==> src/verilog/wut_pkg.sv <==
// shared constants, types and helper functions of the wake-up counter
package wut_pkg;

    // ************************************************************
    // register map and reset values
    // ************************************************************
    localparam int          DATA_W      = 32;
    localparam int          CTRL_W      = 11;
    localparam int          CD_W        = 3;
    localparam int          PSC_CNT_W   = 15;
    localparam logic [31:0] LOAD_OFS    = 32'hffff0340;
    localparam logic [31:0] COUNT_OFS   = 32'hffff0344;
    localparam logic [31:0] CTRL_OFS    = 32'hffff0348;
    localparam logic [31:0] ICLR_OFS    = 32'hffff034c;
    localparam logic [31:0] STAT_OFS    = 32'hffff0350;
    localparam logic [31:0] MASK_OFS    = 32'hffff0354;
    localparam logic [31:0] LOAD_RST    = 32'h00000000;
    localparam logic [31:0] COUNT_RST   = 32'h0fffffff;
    localparam logic [10:0] CTRL_RST    = 11'h000;
    localparam logic [7:0]  ICLR_RST    = 8'hff;
    localparam logic [0:0]  STAT_RST    = 1'h0;
    localparam logic [0:0]  MASK_RST    = 1'h1;

    // ************************************************************
    // control field positions
    // ************************************************************
    localparam int SRC_HI  = 10;
    localparam int SRC_LO  = 9;
    localparam int UP_BIT  = 8;
    localparam int EN_BIT  = 7;
    localparam int PER_BIT = 6;
    localparam int FMT_HI  = 5;
    localparam int FMT_LO  = 4;
    localparam int PSC_HI  = 3;
    localparam int PSC_LO  = 0;

    // ************************************************************
    // encodings and limits
    // ************************************************************
    typedef enum logic [1:0] {
        SRC_XTAL  = 2'b00,
        SRC_XTAL2 = 2'b01,
        SRC_OSC   = 2'b10,
        SRC_CORE  = 2'b11
    } wut_src_t;

    typedef enum logic [1:0] {
        FMT_BIN   = 2'b00,
        FMT_RSVD  = 2'b01,
        FMT_HMS23 = 2'b10,
        FMT_HMS255 = 2'b11
    } wut_fmt_t;

    localparam logic [3:0]  PSC_DIV1    = 4'h0;
    localparam logic [3:0]  PSC_DIV16   = 4'h4;
    localparam logic [3:0]  PSC_DIV256  = 4'h8;
    localparam logic [3:0]  PSC_DIV32K  = 4'hf;
    localparam logic [14:0] LAST_DIV1   = 15'h0000;
    localparam logic [14:0] LAST_DIV16  = 15'h000f;
    localparam logic [14:0] LAST_DIV256 = 15'h00ff;
    localparam logic [14:0] LAST_DIV32K = 15'h7fff;
    localparam logic [7:0]  HUND_MAX    = 8'h63;
    localparam logic [7:0]  SEC_MAX     = 8'h3b;
    localparam logic [7:0]  MIN_MAX     = 8'h3b;
    localparam logic [7:0]  HR23_MAX    = 8'h17;
    localparam logic [7:0]  HR255_MAX   = 8'hff;

    // ************************************************************
    // carriers
    // ************************************************************
    typedef struct packed {
        logic        wr;
        logic        rd;
        logic [31:0] addr;
        logic [31:0] wdata;
    } wut_bus_t;

    typedef struct packed {
        logic [31:0]     load;
        logic [31:0]     count;
        logic [10:0]     ctrl;
        logic [0:0]      stat;
        logic [0:0]      mask;
        logic [31:0]     rdata;
        logic            irq;
        logic            adc_trig;
        logic            core_tick;
        logic [6:0]      core_cnt;
    } wut_state_t;

    typedef struct packed {
        logic [14:0] cnt;
        logic        tick;
    } wut_psc_state_t;

    // ************************************************************
    // functions
    // ************************************************************
    function automatic logic [14:0] wut_psc_last(input logic [3:0] psel);
        unique case (psel)
            PSC_DIV16:  wut_psc_last = LAST_DIV16;
            PSC_DIV256: wut_psc_last = LAST_DIV256;
            PSC_DIV32K: wut_psc_last = LAST_DIV32K;
            default:    wut_psc_last = LAST_DIV1;
        endcase
    endfunction

endpackage

==> src/verilog/wut_prescaler.sv <==
// source clock prescaler of the wake-up counter
module wut_prescaler (
    input  wire  logic       mclk,
    input  wire  logic       rst,
    input  wire  logic       run,
    input  wire  logic       src_tick,
    input  wire  logic [3:0] psel,
    output logic             tick
);
    import wut_pkg::*;

    wut_psc_state_t st_r;
    wut_psc_state_t st_nxt;
    logic [14:0]    last;

    // ************************************************************
    // divider
    // ************************************************************
    always_comb begin
        last   = wut_psc_last(psel);
        st_nxt = st_r;
        st_nxt.tick = 1'b0;
        if (!run) begin
            // restart phase so each enable gives a full first period
            st_nxt.cnt = '0;
        end else if (src_tick) begin
            st_nxt.tick = (st_r.cnt >= last);
            st_nxt.cnt  = (st_r.cnt >= last) ? 15'h0000 : st_r.cnt + 15'h0001;
        end
    end

    always_ff @(posedge mclk) begin
        if (rst)
            st_r <= '{cnt: 15'h0000, tick: 1'b0};
        else
            st_r <= st_nxt;
    end

    assign tick = st_r.tick;
endmodule

==> src/verilog/wut_timer.sv <==
// wake-up counter top: register port, source select, counter, interrupt
module wut_timer (
    input  wire  logic                 mclk,
    input  wire  logic                 rst,
    input  wire  wut_pkg::wut_bus_t    bus,
    output logic [31:0]                rdata,
    input  wire  logic                 xtal_tick,
    input  wire  logic                 osc_tick,
    input  wire  logic                 core_clk_off,
    input  wire  logic [2:0]           core_clock_divider,
    output logic                       irq,
    output logic                       adc_trigger
);
    import wut_pkg::*;

    wut_state_t st_r;
    wut_state_t st_nxt;
    wut_src_t   src;
    wut_fmt_t   fmt;
    logic       up;
    logic       en;
    logic       periodic;
    logic       src_tick;
    logic       pre_tick;
    logic       at_end;
    logic       timeout;
    logic       wr_load;
    logic       wr_ctrl;
    logic       wr_iclr;
    logic       wr_stat;
    logic       wr_mask;
    logic [6:0] core_last;

    // ************************************************************
    // count arithmetic
    // ************************************************************
    function automatic logic [7:0] wut_hr_max(input wut_fmt_t f);
        wut_hr_max = (f == FMT_HMS23) ? HR23_MAX : HR255_MAX;
    endfunction

    function automatic logic wut_is_hms(input wut_fmt_t f);
        wut_is_hms = (f == FMT_HMS23) || (f == FMT_HMS255);
    endfunction

    // terminal value: zero counting down, full scale or the time format maximum counting up
    function automatic logic wut_at_end(input logic [31:0] v, input logic up,
                                        input wut_fmt_t f);
        if (!up)
            wut_at_end = (v == 32'h00000000);
        else if (wut_is_hms(f))
            wut_at_end = (v == {wut_hr_max(f), MIN_MAX, SEC_MAX, HUND_MAX});
        else
            wut_at_end = (v == 32'hffffffff);
    endfunction

    // one count step; terminal values wrap by themselves
    function automatic logic [31:0] wut_step(input logic [31:0] v, input logic up,
                                             input wut_fmt_t f);
        logic [7:0] h;
        logic [7:0] m;
        logic [7:0] s;
        logic [7:0] c;
        logic       k;
        {h, m, s, c} = v;
        if (!wut_is_hms(f)) begin
            wut_step = up ? v + 32'h00000001 : v - 32'h00000001;
        end else if (up) begin
            k = (c == HUND_MAX);
            c = k ? 8'h00 : c + 8'h01;
            if (k) begin
                k = (s == SEC_MAX);
                s = k ? 8'h00 : s + 8'h01;
            end
            if (k) begin
                k = (m == MIN_MAX);
                m = k ? 8'h00 : m + 8'h01;
            end
            if (k)
                h = (h == wut_hr_max(f)) ? 8'h00 : h + 8'h01;
            wut_step = {h, m, s, c};
        end else begin
            k = (c == 8'h00);
            c = k ? HUND_MAX : c - 8'h01;
            if (k) begin
                k = (s == 8'h00);
                s = k ? SEC_MAX : s - 8'h01;
            end
            if (k) begin
                k = (m == 8'h00);
                m = k ? MIN_MAX : m - 8'h01;
            end
            if (k)
                h = (h == 8'h00) ? wut_hr_max(f) : h - 8'h01;
            wut_step = {h, m, s, c};
        end
    endfunction

    // ************************************************************
    // control decode
    // ************************************************************
    assign src      = wut_src_t'(st_r.ctrl[SRC_HI:SRC_LO]);
    assign fmt      = wut_fmt_t'(st_r.ctrl[FMT_HI:FMT_LO]);
    assign up       = st_r.ctrl[UP_BIT];
    assign en       = st_r.ctrl[EN_BIT];
    assign periodic = st_r.ctrl[PER_BIT];
    assign wr_load  = bus.wr && bus.addr == LOAD_OFS;
    assign wr_ctrl  = bus.wr && bus.addr == CTRL_OFS;
    assign wr_iclr  = bus.wr && bus.addr == ICLR_OFS;
    assign wr_stat  = bus.wr && bus.addr == STAT_OFS;
    assign wr_mask  = bus.wr && bus.addr == MASK_OFS;

    // ************************************************************
    // source select
    // ************************************************************
    always_comb begin
        unique case (src)
            SRC_XTAL, SRC_XTAL2: src_tick = xtal_tick;
            SRC_OSC:             src_tick = osc_tick;
            SRC_CORE:            src_tick = st_r.core_tick;
        endcase
    end

    wut_prescaler u_psc (
        .mclk     (mclk),
        .rst      (rst),
        .run      (en),
        .src_tick (src_tick),
        .psel     (st_r.ctrl[PSC_HI:PSC_LO]),
        .tick     (pre_tick)
    );

    // reserved format code counts as binary
    assign at_end  = wut_at_end(st_r.count, up, fmt);
    assign timeout = en && pre_tick && at_end;

    // ************************************************************
    // next state
    // ************************************************************
    always_comb begin
        core_last = 7'((8'h01 << core_clock_divider) - 8'h01);
        st_nxt = st_r;
        st_nxt.adc_trig  = timeout;
        st_nxt.core_tick = 1'b0;
        // crystal and oscillator ticks are independent of the core clock gate
        if (!core_clk_off) begin
            st_nxt.core_tick = (st_r.core_cnt >= core_last);
            st_nxt.core_cnt  = (st_r.core_cnt >= core_last) ? 7'h00
                                                             : st_r.core_cnt + 7'h01;
        end
        if (en && pre_tick) begin
            if (at_end && periodic)
                st_nxt.count = st_r.load;
            else
                st_nxt.count = wut_step(st_r.count, up, fmt);
        end
        if (wr_load) begin
            st_nxt.load  = bus.wdata;
            st_nxt.count = bus.wdata;
        end
        if (wr_ctrl)
            st_nxt.ctrl = bus.wdata[CTRL_W-1:0];
        if (wr_mask)
            st_nxt.mask = bus.wdata[0:0];
        if (wr_iclr)
            st_nxt.stat = 1'b0;
        if (wr_stat && bus.wdata[0])
            st_nxt.stat = 1'b0;
        // a timeout in the clearing cycle is kept
        if (timeout)
            st_nxt.stat = 1'b1;
        st_nxt.irq = st_nxt.stat[0] && st_nxt.mask[0];
        st_nxt.rdata = 32'h00000000;
        if (bus.rd) begin
            unique case (bus.addr)
                LOAD_OFS:  st_nxt.rdata = st_r.load;
                COUNT_OFS: st_nxt.rdata = st_r.count;
                CTRL_OFS:  st_nxt.rdata = {21'h000000, st_r.ctrl};
                STAT_OFS:  st_nxt.rdata = {31'h00000000, st_r.stat};
                MASK_OFS:  st_nxt.rdata = {31'h00000000, st_r.mask};
                default:   st_nxt.rdata = 32'h00000000;
            endcase
        end
    end

    always_ff @(posedge mclk) begin
        if (rst) begin
            st_r <= '{load: LOAD_RST, count: COUNT_RST, ctrl: CTRL_RST, stat: STAT_RST,
                      mask: MASK_RST, rdata: 32'h00000000, irq: 1'b0,
                      adc_trig: 1'b0, core_tick: 1'b0, core_cnt: 7'h00};
        end else begin
            st_r <= st_nxt;
        end
    end

    assign rdata       = st_r.rdata;
    assign irq         = st_r.irq;
    assign adc_trigger = st_r.adc_trig;
endmodule
==> config.mk <==
export PLATFORM = sky130hd
export DESIGN_NAME = wut_timer
export DESIGN_NICKNAME = d
export VERILOG_FILES = /design/src/verilog/wut_pkg.sv /design/src/verilog/wut_prescaler.sv /design/src/verilog/wut_timer.sv
export SDC_FILE = /design/constraint.sdc
export NUM_CORES = 1
export LEC_CHECK = 0
export BUFFER_PORTS_ARGS = -buffer_cell sky130_fd_sc_hd__buf_2
export CAP_MARGIN = 5
export CORE_MARGIN = 2
export CORE_UTILIZATION = 26
export DETAILED_ROUTE_END_ITERATION = 12
export PLACE_DENSITY_LB_ADDON = 0.3
export SLEW_MARGIN = 20
export SYNTH_ARGS = -nofsm -noshare
export SYNTH_HDL_FRONTEND = slang
export SYNTH_SLANG_ARGS = --single-unit
==> constraint.sdc <==
create_clock -name mclk -period 4.3 [get_ports mclk]
set_input_delay 0.43 -clock mclk [delete_from_list [all_inputs] [get_ports mclk]]
set_output_delay 0.43 -clock mclk [all_outputs]
set_load 0.01 [all_outputs]
**Yosys cells after proc, flatten, opt, wreduce, memory -nomap -nowiden**

Index checks and enable logic that the tools add are counted.

- Output and inout bits: 34
- Word-level logic and storage cells: 138
- Flip-flop bits (word level): 135

- Add/sub/neg operators: 13
- Order comparisons: 2
- Multiplexer cells: 52
- Bitwise gates (word level): 3
- Reductions and logical operators: 26
- Shifts and indexed selects: 1
- Equal/unequal tests: 26

Operator list:

| operator | number |
|---|---|
| $eq A32 B32 Y1 const B | 7 |
| $mux W32 | 6 |
| $pmux W32 S5 | 1 |
| $mux W8 | 15 |
| $pmux W15 S3 | 1 |
| $add A32 B1 Y32 const B | 1 |
| $add A8 B1 Y8 const B | 4 |
| $eq A32 B32 Y1 | 1 |
| $logic_not A32 Y1 | 1 |
| $logic_not A8 Y1 | 4 |
| $sub A32 B1 Y32 const B | 1 |
| $sub A8 B1 Y8 const B | 4 |
| $ne A5 B3 Y1 const B | 6 |
| $mux W1 | 26 |
| $eq A8 B6 Y1 const B | 2 |
| $add A15 B1 Y15 const B | 1 |
| $ge A15 B15 Y1 | 1 |
| $mux W15 | 1 |
| $logic_and A1 B1 Y1 | 10 |
| $reduce_and A3 Y1 | 3 |
| $eq A2 B2 Y1 const B | 4 |
| $eq A4 B4 Y1 const B | 2 |
| $eq A8 B7 Y1 const B | 1 |
| $eq A8 B8 Y1 | 1 |
| other kinds (14) | 19 |

**Depth between registers and ports, before layout**

Gate-level depths: netlist of run 1.

- Depth in word-level cells: 19
- Depth in mapped cells: 14
- Mapped depth without buffers: 13

**Hierarchy**

Synthesis of run 1 repeated with hierarchy kept, for this count alone.

- Cells, all modules: 1331
- Area, all modules: 10052.1 um2

By module, submodules not included:

| module | cells each | instances | area an instance (um2) | seq. area each (um2) |
|---|---|---|---|---|
| wut_timer | 1208 | 1 | 8922.3 | 2382.3 |
| wut_prescaler | 123 | 1 | 1129.8 | 320.3 |

**Least setup slack after synthesis of run 1**

No wires, ideal clock.

- Kind: reg2reg
- Start: register st_r[52] (netlist bit)
- End: register st_r[86] (netlist bit)
- Setup time: 134 ps
- Data arrival time: 3771 ps
- Stages on the path, launching flop included: 14
- Buffers on the path: 2
- Clock period less this slack: 3905 ps
- Setup slack: 395 ps
- Cell sequence: dfxtp_1 -> inv_1 -> clkbuf_1 -> ha_1 -> clkbuf_1 -> and3_1 -> and3_1 -> a22oi_1 -> o31ai_1 -> o22ai_1 -> a2111oi_0 -> or3_1 -> a311oi_1 -> nor4_1

- Word-level cells in the longest chain between the ends: 5
- Elaborated cells between the ends (all ways): 11
- Those cells by class: eq/ne (2); mux (7); reduce/logical (2)

RTL lines:

| what | line | source |
|---|---|---|
| from (decl) | wut_timer.sv:16 | `wut_state_t st_r;` |
| from (signal assigned) | wut_timer.sv:187 | `st_r <= '{load: LOAD_RST, count: COUNT_RST, ctrl: CTRL_RST, stat: STAT_RST,` |
| from (signal assigned) | wut_timer.sv:191 | `st_r <= st_nxt;` |
| $mux W32 (tied with other cells) | wut_timer.sv:66 | `wut_step = up ? v + 32'h00000001 : v - 32'h00000001;` |
| $mux W32 or $logic_and A1 B1 Y1 (tied branches) | wut_timer.sv:65, wut_timer.sv:151 |  |
| $mux W32 | wut_timer.sv:151 | `if (at_end && periodic)` |
| $mux W32 | wut_timer.sv:150 | `if (en && pre_tick) begin` |
| $mux W32 | wut_timer.sv:156 | `if (wr_load) begin` |

Parallel ways exist; a longest one is shown, timed or not. The select of a mux whose other input is x is not followed.
A chain may end at the register's enable or synchronous reset.

**Worst setup path after layout of run 1**

- Start: register st_r[46] (netlist bit)
- End: register u_psc.st_r[12] (netlist bit)

- Word-level cells in the longest chain between the ends: 4
- Elaborated cells between the ends (all ways): 6
- Those cells by class: order compare (1); eq/ne (3); mux (2)

RTL lines:

| what | line | source |
|---|---|---|
| $eq A4 B4 Y1 or $eq A4 B3 Y1 (tied branches) | wut_pkg.sv:100 | `unique case (psel)` |
| $pmux W15 S3 (*) | wut_pkg.sv:100 |  |
| $ge A15 B15 Y1 (*) | wut_prescaler.sv:28 | `st_nxt.cnt = (st_r.cnt >= last) ? 15'h0000 : st_r.cnt + 15'h0001;` |
| $mux W15 (*) | wut_prescaler.sv:28 |  |
| to (signal assigned) | wut_prescaler.sv:34 | `st_r <= '{cnt: 15'h0000, tick: 1'b0};` |
| to (signal assigned) | wut_prescaler.sv:36 | `st_r <= st_nxt;` |
| to (decl) | wut_prescaler.sv:12 | `wut_psc_state_t st_r;` |

Mark *: on every way between the ends. The rest lies on a longest branch, timed or not.

==> run_results.csv, run 1 <==
group,metric,value,unit
sta,worstMarginPinSlew,0.762,ns
floorplanning,die_h,202,um
floorplanning,rows,72,
clock_network,clkSinkCount,135,
floorplanning,start_util,0.263,
power,max-vdd-ir-drop,276,uV
drt,dr_total_vias,10288,
sta,setup_tns,0,ns
logic_synthesis,synth_edf_count,0,
global_routing,grt_pass1_vias,10063,
clock_network,cts_buffers,17,
sta,hold_violations,0,
clock_network,clk_path_buf_depth,2,
layout,multiInputGateArea,6720,um^2
worst_setup_path,path_class,"reg2reg",
drt,wl_per_cell,18.3,um
logic_synthesis,synthFlopType,"dfxtp_1",
power,p_total,2.85,mW
global_routing,grt_pass1_wl,55700,um
logic_synthesis,synth.top_cell.area_share,0.266,
logic_synthesis,syn_area_per_cell,7.43,um^2
layout,fillers,4193,
logic_synthesis,syn_area,10200,um^2
drt,finalWirelength,35100,um
min_path,min-delay-start,"bus[24]",
place,dpl_cell_area,10900,um^2
place,gp_congestion,0.908,
worst_setup_path,worst_path_most_repeated_cell,"o21ai_0",
worst_setup_path,slowest_stage,"a211oi_1",
logic_synthesis,netlist_instances,1368,
power,p_seq_frac,0.441,
layout,n_antenna_cell,0,
sta,relSlewSlack,0.492,
global_routing,track_usage,0.171,
min_path,hold_end,"st_r[111]$_SDFFE_PP0P_",
sta,drv_slew,0,
worst_setup_path,start_kind,"flop",
logic_synthesis,synth_cell_type_count,76,
power,power.switching,686,uW
sta,min_period_over_period,0.851,
sta,period_needed,3.66,ns
logic_synthesis,synth_commonest_cells,"161 x nand2_1, 136 x nor2_1, 135 x dfxtp_1, 127 x a21oi_1, 68 x clkbuf_1",
drt,ant_nets,0,
global_routing,overflow,0,
worst_setup_path,worstPathCellList,"nand4_1 > o31ai_1 > inv_1 > ha_1 > nor2b_1 > o21a_1 > o21ai_0 > a211o_1 > o21ai_0 > a211oi_1 > or2_2 > nand3_1 > nor2_1",
clock_network,cts.reportedPaths.clkPinSlew,0.06,ns
drt,dr.pass1.iters,7,
floorplanning,num_io_pins,108,
logic_synthesis,yosys_warnings,0,
layout,regArea,2700,um^2
global_routing,grt_antenna_before_repair,0,
logic_synthesis,synthArstFlopShare,0,
floorplanning,die_x,202,um
layout,fin_area,11500,um^2
layout,final_core_util,0.297,
layout,area_growth,12.9,%
power,total_leakage_power,4.30,nW
place,place_hpwl,26500,um
place,io_buffers,107,
power,pwr_density_cell,248,nW/um^2
place,dp_slack,0.629,ns
floorplanning,dieArea,40700,um^2
worst_setup_path,end_kind,"flop",
worst_setup_path,cp.required,4.66,ns
worst_setup_path,arrival,4.02,ns
floorplanning,core_area,38600,um^2
worst_setup_path,timing.rr.start,"st_r[46]$_SDFFE_PP0P_",
worst_setup_path,path_buf_inv,1,
layout,layout.cells.non_filler,1921,
worst_setup_path,r2r_slack,0.64,ns
sta,fin_ws,0.642,ns
min_path,hold-path-cell-count,3,
status,status,"complete, no violations",
worst_setup_path,max_stage_delay,0.49,ns
sta,rsz0062_at_grt,"false",
power,internal_power,2.17,mW
min_path,min_path_type,"in2reg",
clock_network,ctsResizeCount,0,
sta,fin_skew,0.00898,ns
logic_synthesis,ys_top_cells_by_area,"dfxtp_1 27%, ha_1 8.1%, a21oi_1 6.3%, nand2_1 5.9%, nor2_1 5.0%",
logic_synthesis,yosys.cell_count.top_type,"nand2_1",
sta,max_freq,273,MHz
drt,post_drt_via_cell_ratio,5.36,
worst_setup_path,reg2regPathDepth,13,
drt,drt_first_iter_violations,822,
worst_setup_path,r2r_end,"u_psc.st_r[12]$_SDFFE_PP0N_",
clock_network,insertion_delay,0.44,ns
clock_network,cts_tree,"done",
clock_network,postCtsSetupRepairBufs,0,
sta,setup_viol,0,
logic_synthesis,yosysSeqAreaShare,0.266,
drt,drc,0,
power,pwr-share-comb,0.037,
worst_setup_path,cpLargestDelayFamily,"simple AND/OR/NAND/NOR gates",
power,pwr-share-clk,0.522,
clock_network,root_buffer,"clkbuf_16",
job,maxCapViolations,0,
logic_synthesis,syn_nets,1509,
clock_network,cts.htree.levels,4,
layout,drive_above_1_share,0.130,
power,swShare,0.240,
logic_synthesis,ys_ff_latch,135,
place,placed_cells,1889,
layout,nets,1531,
logic_synthesis,synth_area_leader_cell,"dfxtp_1",
sta,whs,0.248,ns
global_routing,grt_max_degree,69,
worst_setup_path,path_max_fanout,13,
clock_network,hold_buffers,0,
## power by group through the flow
stage	Sequential (mW)	Combinational (mW)	Clock (mW)
2_1_floorplan	1.28	0.0417	0
5_1_grt	1.26	0.117	1.57
3_5_place_dp	1.29	0.105	0
6_report	1.26	0.105	1.49
4_1_cts	1.26	0.106	1.51
3_3_place_gp	1.29	0.105	0
## logic make-up (layout without fill, tap and decap cells)
family | Yosys count | after routing | synth area share
simple gates | 518 | 518 | 0.243
compound gates | 410 | 410 | 0.264
buf+inv | 157 | 192 | 0.0731
flops | 135 | 135 | 0.266
fa+ha+maj | 67 | 67 | 0.0832
xor+xnor | 66 | 66 | 0.0568
mux | 15 | 15 | 0.0150
## layer usage
layer | up-vias | wire length, um | track usage
met4 | 0 | 968 | 0.0622
met2 | 326 | 16100 | 0.279
met5 | - | 0 | 0
met3 | 63 | 1950 | 0.0298
met1 | 4879 | 16100 | 0.227
li1 | 5020 | - | -
## tightest hold or removal path: stages
cell,delay (ns)
buf_2,0.11
nand2_1,0.05
a21oi_1,0.05
## layout by cell type (no fill, tap or decap), types with 23 or more instances in the layout
cell and count:
o211ai_1 31, buf_4 23, inv_1 29, nor3_1 38
nand4_1 27, dfxtp_1 135, nand2_1 161, a21oi_1 127
xnor2_1 40, nor2_1 136, nand3_1 58, buf_2 107
ha_1 66, a22oi_1 41, xor2_1 26, o21ai_0 59
## worst max-delay path by stage
| stage | from | end | slack, ns | depth (start not counted) |
|---|---|---|---|---|
| 6_report | st_r[46]$_SDFFE_PP0P_ | u_psc.st_r[12]$_SDFFE_PP0N_ | 0.64 | 13 |
| 4_1_cts | st_r[45]$_SDFFE_PP0P_ | u_psc.st_r[12]$_SDFFE_PP0N_ | 0.60 | 13 |
| 3_3_place_gp | st_r[45]$_SDFFE_PP0P_ | u_psc.st_r[12]$_SDFFE_PP0N_ | 0.67 | 13 |
| 3_5_place_dp | st_r[45]$_SDFFE_PP0P_ | u_psc.st_r[7]$_SDFFE_PP0N_ | 0.63 | 13 |
| 2_1_floorplan | st_r[52]$_SDFFE_PP0P_ | st_r[86]$_SDFFE_PP0P_ | 0.40 | 13 |
| 5_1_grt | st_r[46]$_SDFFE_PP0P_ | u_psc.st_r[12]$_SDFFE_PP0N_ | 0.24 | 13 |
## sequential cells by signal, indices dropped and copies added, names as in the netlist
register / cells
src: 2
adc_trigger: 1
st_r: 79
periodic: 1
u_psc.tick: 1
u_psc.st_r: 15
en: 1
fmt: 2
rdata: 32
irq: 1
## layout make-up
class / count / share of cell area
clock buffer: 18 / 0.0382
clock inverter: 14 / 0.0131
inverter: 30 / 0.00980
multi-input combinational: 1076 / 0.585
sequential: 135 / 0.235
tap: 518 / 0.0564
timing repair buffer: 130 / 0.0617
Power figures use the tool's default switching activity.
==> inputs of run 2 (changes only) <==
--- a/config.mk
+++ b/config.mk
@@ -5,12 +5,13 @@
 export SDC_FILE = /design/constraint.sdc
 export NUM_CORES = 1
 export LEC_CHECK = 0
-export BUFFER_PORTS_ARGS = -buffer_cell sky130_fd_sc_hd__buf_2
+export BUFFER_PORTS_ARGS = -buffer_cell sky130_fd_sc_hd__buf_4
 export CAP_MARGIN = 5
 export CORE_MARGIN = 2
 export CORE_UTILIZATION = 26
 export DETAILED_ROUTE_END_ITERATION = 12
 export PLACE_DENSITY_LB_ADDON = 0.3
+export RECOVER_POWER = 50
 export SLEW_MARGIN = 20
 export SYNTH_ARGS = -nofsm -noshare
 export SYNTH_HDL_FRONTEND = slang
==> run 2 against run 1 <==
  * Maximum frequency down 3.9%
  * Clock power up 10%
  * Via count up 1.3%
  * Critical path depth down 2
  * Routed wire length up 1.8%
  * Cell count about the same
  * Flip-flop and latch count unchanged
  * Clock skew up 0.0032 ns
  * Critical endpoint is now st_r[84]$_SDFFE_PP0P_
  * The run now ends with capacitance limit, slew limit left
==> run_results.csv, run 2 (same netlist as run 1, synthesis figures left out) <==
group,metric,value,unit
status,status,"complete, but fails checks",
status,violations,"capacitance limit, slew limit",
floorplanning,die_h,202,um
power,pwr_density_cell,259,nW/um^2
global_routing,overflow,0,
layout,nets,1532,
place,place_hpwl,26400,um
global_routing,grt_pass1_vias,9750,
worst_setup_path,cp-startpoint,"bus[51]",
worst_setup_path,reg2regPathDepth,9,
place,io_buffers,107,
layout,final_common_cell,"nand2_1",
worst_setup_path,crit_path_end,"st_r[84]$_SDFFE_PP0P_",
worst_setup_path,timing.rr.start,"st_r[85]$_SDFFE_PP0P_",
sta,rsz0062_at_grt,"false",
worst_setup_path,end_kind,"flop",
floorplanning,rows,72,
clock_network,clkSinkCount,135,
global_routing,grt_antenna_before_repair,0,
worst_setup_path,max_stage_delay,1.18,ns
clock_network,postCtsSetupRepairBufs,0,
global_routing,grt_pass1_wl,56100,um
worst_setup_path,start_kind,"input pin",
layout,layout_common_cells,"161 x nand2_1, 136 x nor2_1, 135 x dfxtp_1",
sta,worstMarginPinSlew,1.56,ns
clock_network,cts_tree,"done",
layout,largest-register,"st_r",
sta,setup_tns,0,ns
sta,drv_slew,31,
clock_network,clk_path_buf_depth,2,
layout,fillers,4196,
drt,dr_total_vias,10417,
clock_network,root_buffer,"clkbuf_16",
drt,drt_first_iter_violations,952,
layout,regArea,2700,um^2
sta,max_freq,263,MHz
drt,dr.pass1.iters,5,
worst_setup_path,r2r_slack,0.63,ns
sta,setup_viol,0,
global_routing,grt_max_degree,74,
worst_setup_path,r2r_end,"st_r[78]$_SDFFE_PP1P_",
sta,relSlewSlack,-0.0428,
clock_network,cts_buffers,17,
floorplanning,dieArea,40700,um^2
power,max-vdd-ir-drop,248,uV
layout,drive_above_1_share,0.102,
place,dp_slack,0.715,ns
clock_network,cts.reportedPaths.clkPinSlew,0.06,ns
clock_network,insertion_delay,0.44,ns
job,maxCapViolations,1,
place,gp_congestion,0.905,
drt,wl_per_cell,18.6,um
worst_setup_path,path_max_fanout,30,
layout,layout.cells.non_filler,1922,
layout,multiInputGateArea,6720,um^2
floorplanning,core_area,38600,um^2
power,p_total,3.03,mW
drt,post_drt_via_cell_ratio,5.42,
worst_setup_path,arrival,4.16,ns
sta,fin_ws,0.493,ns
clock_network,cts.htree.levels,4,
sta,min_period_over_period,0.885,
drt,ant_nets,0,
sta,fin_skew,0.0122,ns
drt,finalWirelength,35700,um
sta,period_needed,3.81,ns
floorplanning,die_x,202,um
worst_setup_path,slowest_stage,"clkbuf_1",
sta,whs,0.187,ns
clock_network,ctsResizeCount,0,
worst_setup_path,path_class,"in2reg",
floorplanning,num_io_pins,108,
drt,drc,0,
layout,n_antenna_cell,0,
min_path,min_path_type,"in2reg",
worst_setup_path,worstPathCellList,"clkbuf_4 > nand4_1 > or4_1 > nor3_1 > clkbuf_1 > and4b_1 > clkbuf_1 > nand2_1 > nand4bb_1 > a211oi_1 > a211oi_1",
layout,area_growth,14.8,%
global_routing,track_usage,0.173,
layout,largest_reg_flops,79,
clock_network,hold_buffers,0,
power,total_leakage_power,4.24,nW
worst_setup_path,cp.required,4.65,ns
place,placed_cells,1890,
sta,hold_violations,0,
floorplanning,start_util,0.263,
[run 2: cell count changes in the layout (fill, tap and decap cells not counted), sizes merged]
cell / previous run / this run
buf: 130 / 91
inv: 31 / 30
clkinv: 5 / 7
bufinv: 2 / 5
clkinvlp: 6 / 3
clkbuf: 18 / 57
[run 2: through the flow]
step / instance area, um^2 / util
after floorplan: 10200 / -
after global placement: 11200 / 0.289
after detailed placement: 11200 / 0.289
after CTS: 11800 / 0.306
after global routing: 11700 / 0.302
final: 11700 / 0.302
[run 2: worst min-delay path by stage]
stage / to / cells past startpoint / start
after floorplan: st_r[117]$_SDFFE_PP0P_ / 2 / st_r[117]$_SDFFE_PP0P_
after global placement: fmt[0]$_SDFFE_PP0P_ / 2 / fmt[0]$_SDFFE_PP0P_
after detailed placement: st_r[102]$_SDFFE_PP0P_ / 2 / st_r[102]$_SDFFE_PP0P_
after CTS: st_r[1]$_SDFFE_PP0N_ / 2 / rst
after global routing: st_r[1]$_SDFFE_PP0N_ / 2 / rst
final: st_r[1]$_SDFFE_PP0N_ / 2 / rst
[run 2: final cells by class]
class / instances / area share
Inverter: 30 / 0.00965
Clock buffer: 17 / 0.0364
Tap cell: 518 / 0.0555
Multi-Input combinational cell: 1076 / 0.576
Sequential cell: 135 / 0.231
Clock inverter: 15 / 0.0194
Timing Repair Buffer: 131 / 0.0717
[run 2: where the power goes]
part | total [mW] | switching (mW) | internal [mW]
registers | 1.26 | 0.00384 | 1.25
clock network | 1.64 | 0.612 | 1.03
logic | 0.124 | 0.0631 | 0.0612
total | 3.03 | 0.679 | 2.35
[run 2: critical path, delay by kind of cell]
| family | cells | cell delay [ns] |
|---|---|---|
| buf+inv | 3 | 1.63 |
| compound gates | 2 | 0.33 |
| simple gates | 6 | 1.76 |
[run 2: routing by layer]
metal  wire (um)  part of all wire  GRT usage  vias up
met5           0                 0          0        -
met4         568             0.016     0.0449        0
met3        2120             0.059     0.0296       48
met2       16900              0.47      0.287      353
met1       16100              0.45      0.231     5013
li1            -                 -          -     5003
==> inputs of run 3 (changes only) <==
--- a/config.mk
+++ b/config.mk
@@ -6,8 +6,8 @@
 export NUM_CORES = 1
 export LEC_CHECK = 0
 export BUFFER_PORTS_ARGS = -buffer_cell sky130_fd_sc_hd__buf_4
-export CAP_MARGIN = 5
-export CORE_MARGIN = 2
+export CAP_MARGIN = 25
+export CORE_MARGIN = 8
 export CORE_UTILIZATION = 26
 export DETAILED_ROUTE_END_ITERATION = 12
 export PLACE_DENSITY_LB_ADDON = 0.3
==> run 3 against run 2 <==
  * Clock skew increased by 0.010 ns
  * Critical endpoint is now st_r[86]$_SDFFE_PP0P_
  * The run now ends clean
  * Count of clock-buffer cells in the layout increased by 1
  * Utilization decreased by 0.14 points
==> run_results.csv, run 3 (same netlist as run 1, synthesis figures left out) <==
group,metric,value,unit
status,status,"complete, no violations",
floorplanning,num_io_pins,108,
worst_setup_path,worst_path_most_repeated_cell,"and3_1",
global_routing,grt_max_degree,76,
drt,ant_nets,0,
drt,drc,0,
layout,largest_reg_flops,79,
worst_setup_path,cpLargestDelayFamily,"compound AO/OA/AOI/OAI gates",
sta,max_freq,276,MHz
worst_setup_path,max_stage_delay,0.54,ns
place,io_buffers,107,
layout,drive_above_1_share,0.100,
power,p_total,2.98,mW
worst_setup_path,worstPathCellList,"inv_1 > buf_4 > ha_1 > and3_1 > and3_1 > a22oi_1 > o31ai_1 > o22ai_1 > a2111oi_0 > or3_1 > a311oi_1 > nor4_1",
global_routing,track_usage,0.153,
clock_network,postCtsSetupRepairBufs,0,
clock_network,clk_path_buf_depth,2,
layout,largest-register,"st_r",
clock_network,cts_buffers,17,
global_routing,grt_pass1_vias,9945,
drt,dr_total_vias,10405,
drt,wl_per_cell,18.6,um
worst_setup_path,path_class,"reg2reg",
layout,area_growth,14.3,%
worst_setup_path,end_kind,"flop",
sta,worstMarginPinSlew,1.48,ns
clock_network,clkSinkCount,135,
drt,dr.pass1.iters,6,
min_path,min_path_type,"in2reg",
worst_setup_path,timing.rr.start,"st_r[52]$_SDFFE_PP0P_",
sta,setup_viol,0,
power,max-vdd-ir-drop,265,uV
sta,setup_tns,0,ns
layout,n_antenna_cell,0,
worst_setup_path,start_kind,"flop",
place,gp_congestion,0.913,
sta,hold_violations,0,
floorplanning,rows,72,
clock_network,ctsResizeCount,0,
global_routing,overflow,0,
worst_setup_path,slowest_stage,"o22ai_1",
power,total_leakage_power,4.21,nW
clock_network,cts_tree,"done",
clock_network,hold_buffers,0,
job,maxCapViolations,0,
global_routing,grt_antenna_before_repair,0,
worst_setup_path,cp-startpoint,"st_r[52]$_SDFFE_PP0P_",
drt,drt_first_iter_violations,941,
layout,nets,1526,
floorplanning,core_area,38600,um^2
place,place_hpwl,26600,um
sta,rsz0062_at_grt,"false",
sta,period_needed,3.63,ns
sta,min_period_over_period,0.844,
layout,layout_common_cells,"161 x nand2_1, 136 x nor2_1, 135 x dfxtp_1",
worst_setup_path,arrival,3.90,ns
global_routing,grt_pass1_wl,55700,um
layout,final_common_cell,"nand2_1",
sta,fin_skew,0.0225,ns
clock_network,cts.htree.levels,4,
floorplanning,die_x,214,um
drt,post_drt_via_cell_ratio,5.43,
clock_network,cts.reportedPaths.clkPinSlew,0.06,ns
min_path,min-delay-start,"core_clk_off",
worst_setup_path,path_buf_inv,2,
drt,finalWirelength,35700,um
worst_setup_path,path_max_fanout,11,
worst_setup_path,cp.required,4.57,ns
floorplanning,start_util,0.263,
sta,drv_slew,0,
clock_network,insertion_delay,0.44,ns
floorplanning,die_h,214,um
clock_network,root_buffer,"clkbuf_16",
power,pwr_density_cell,256,nW/um^2
sta,relSlewSlack,0.0132,
floorplanning,dieArea,45700,um^2
==> run 3: cell count changes in the layout (fill, tap and decap cells not counted) <==
cell / before / now
inv_6: 1 / 3
and4b_1: 1 / 0
clkbuf_8: 0 / 1
clkbuf_1: 39 / 37
clkinv_4: 4 / 2
and4b_2: 0 / 1
bufinv_16: 5 / 4
buf_4: 91 / 86
clkbuf_2: 0 / 1
==> run 3: layout make-up <==
class | instances | area (um^2)
clock buffers | 18 | 439
flip-flops and latches | 135 | 2700
inverters | 30 | 113
repair buffers | 125 | 797
multi-input cells | 1076 | 6720
clock inverters | 14 | 196
well taps | 518 | 648
fillers | 4198 | 27000
==> run 3: through the flow <==
| stage | setup WS, ns | hold WS [ns] | utilization | std cells | instance area, um^2 |
|---|---|---|---|---|---|
| after global placement | 0.721 | 0.460 | 0.288 | 1884 | 11100 |
| after global routing | 0.304 | 0.246 | 0.301 | 1916 | 11600 |
| after detailed placement | 0.654 | 0.465 | 0.288 | 1884 | 11100 |
| final | 0.672 | 0.244 | 0.301 | 1916 | 11600 |
| after floorplan | 0.395 | 0.444 | - | 1368 | 10200 |
| after CTS | 0.626 | 0.233 | 0.304 | 1916 | 11800 |
==> run 3: where the power goes <==
group	internal, mW	switching [mW]
sequential	1.25	0.00422
clock	0.991	0.608
combinational	0.0607	0.0628
==> run 3: worst paths after layout <==
| kind | to | slack (ns) | depth (start not counted) |
|---|---|---|---|
| max | st_r[86]$_SDFFE_PP0P_ | 0.67 | 12 |
| max reg2reg | st_r[86]$_SDFFE_PP0P_ | 0.67 | 12 |
| min reg2reg | st_r[102]$_SDFFE_PP0P_ | 0.47 | 2 |
| min | st_r[7]$_SDFF_PP0_ | 0.24 | 2 |
==> run 3: routing by layer <==
layer  up-vias  global-route usage  part of all wire
li1       5017                   -                 -
met1      4950               0.193              0.44
met2       373               0.252              0.46
met3        65              0.0351             0.069
met4         0              0.0544             0.030
met5         -                   0                 0
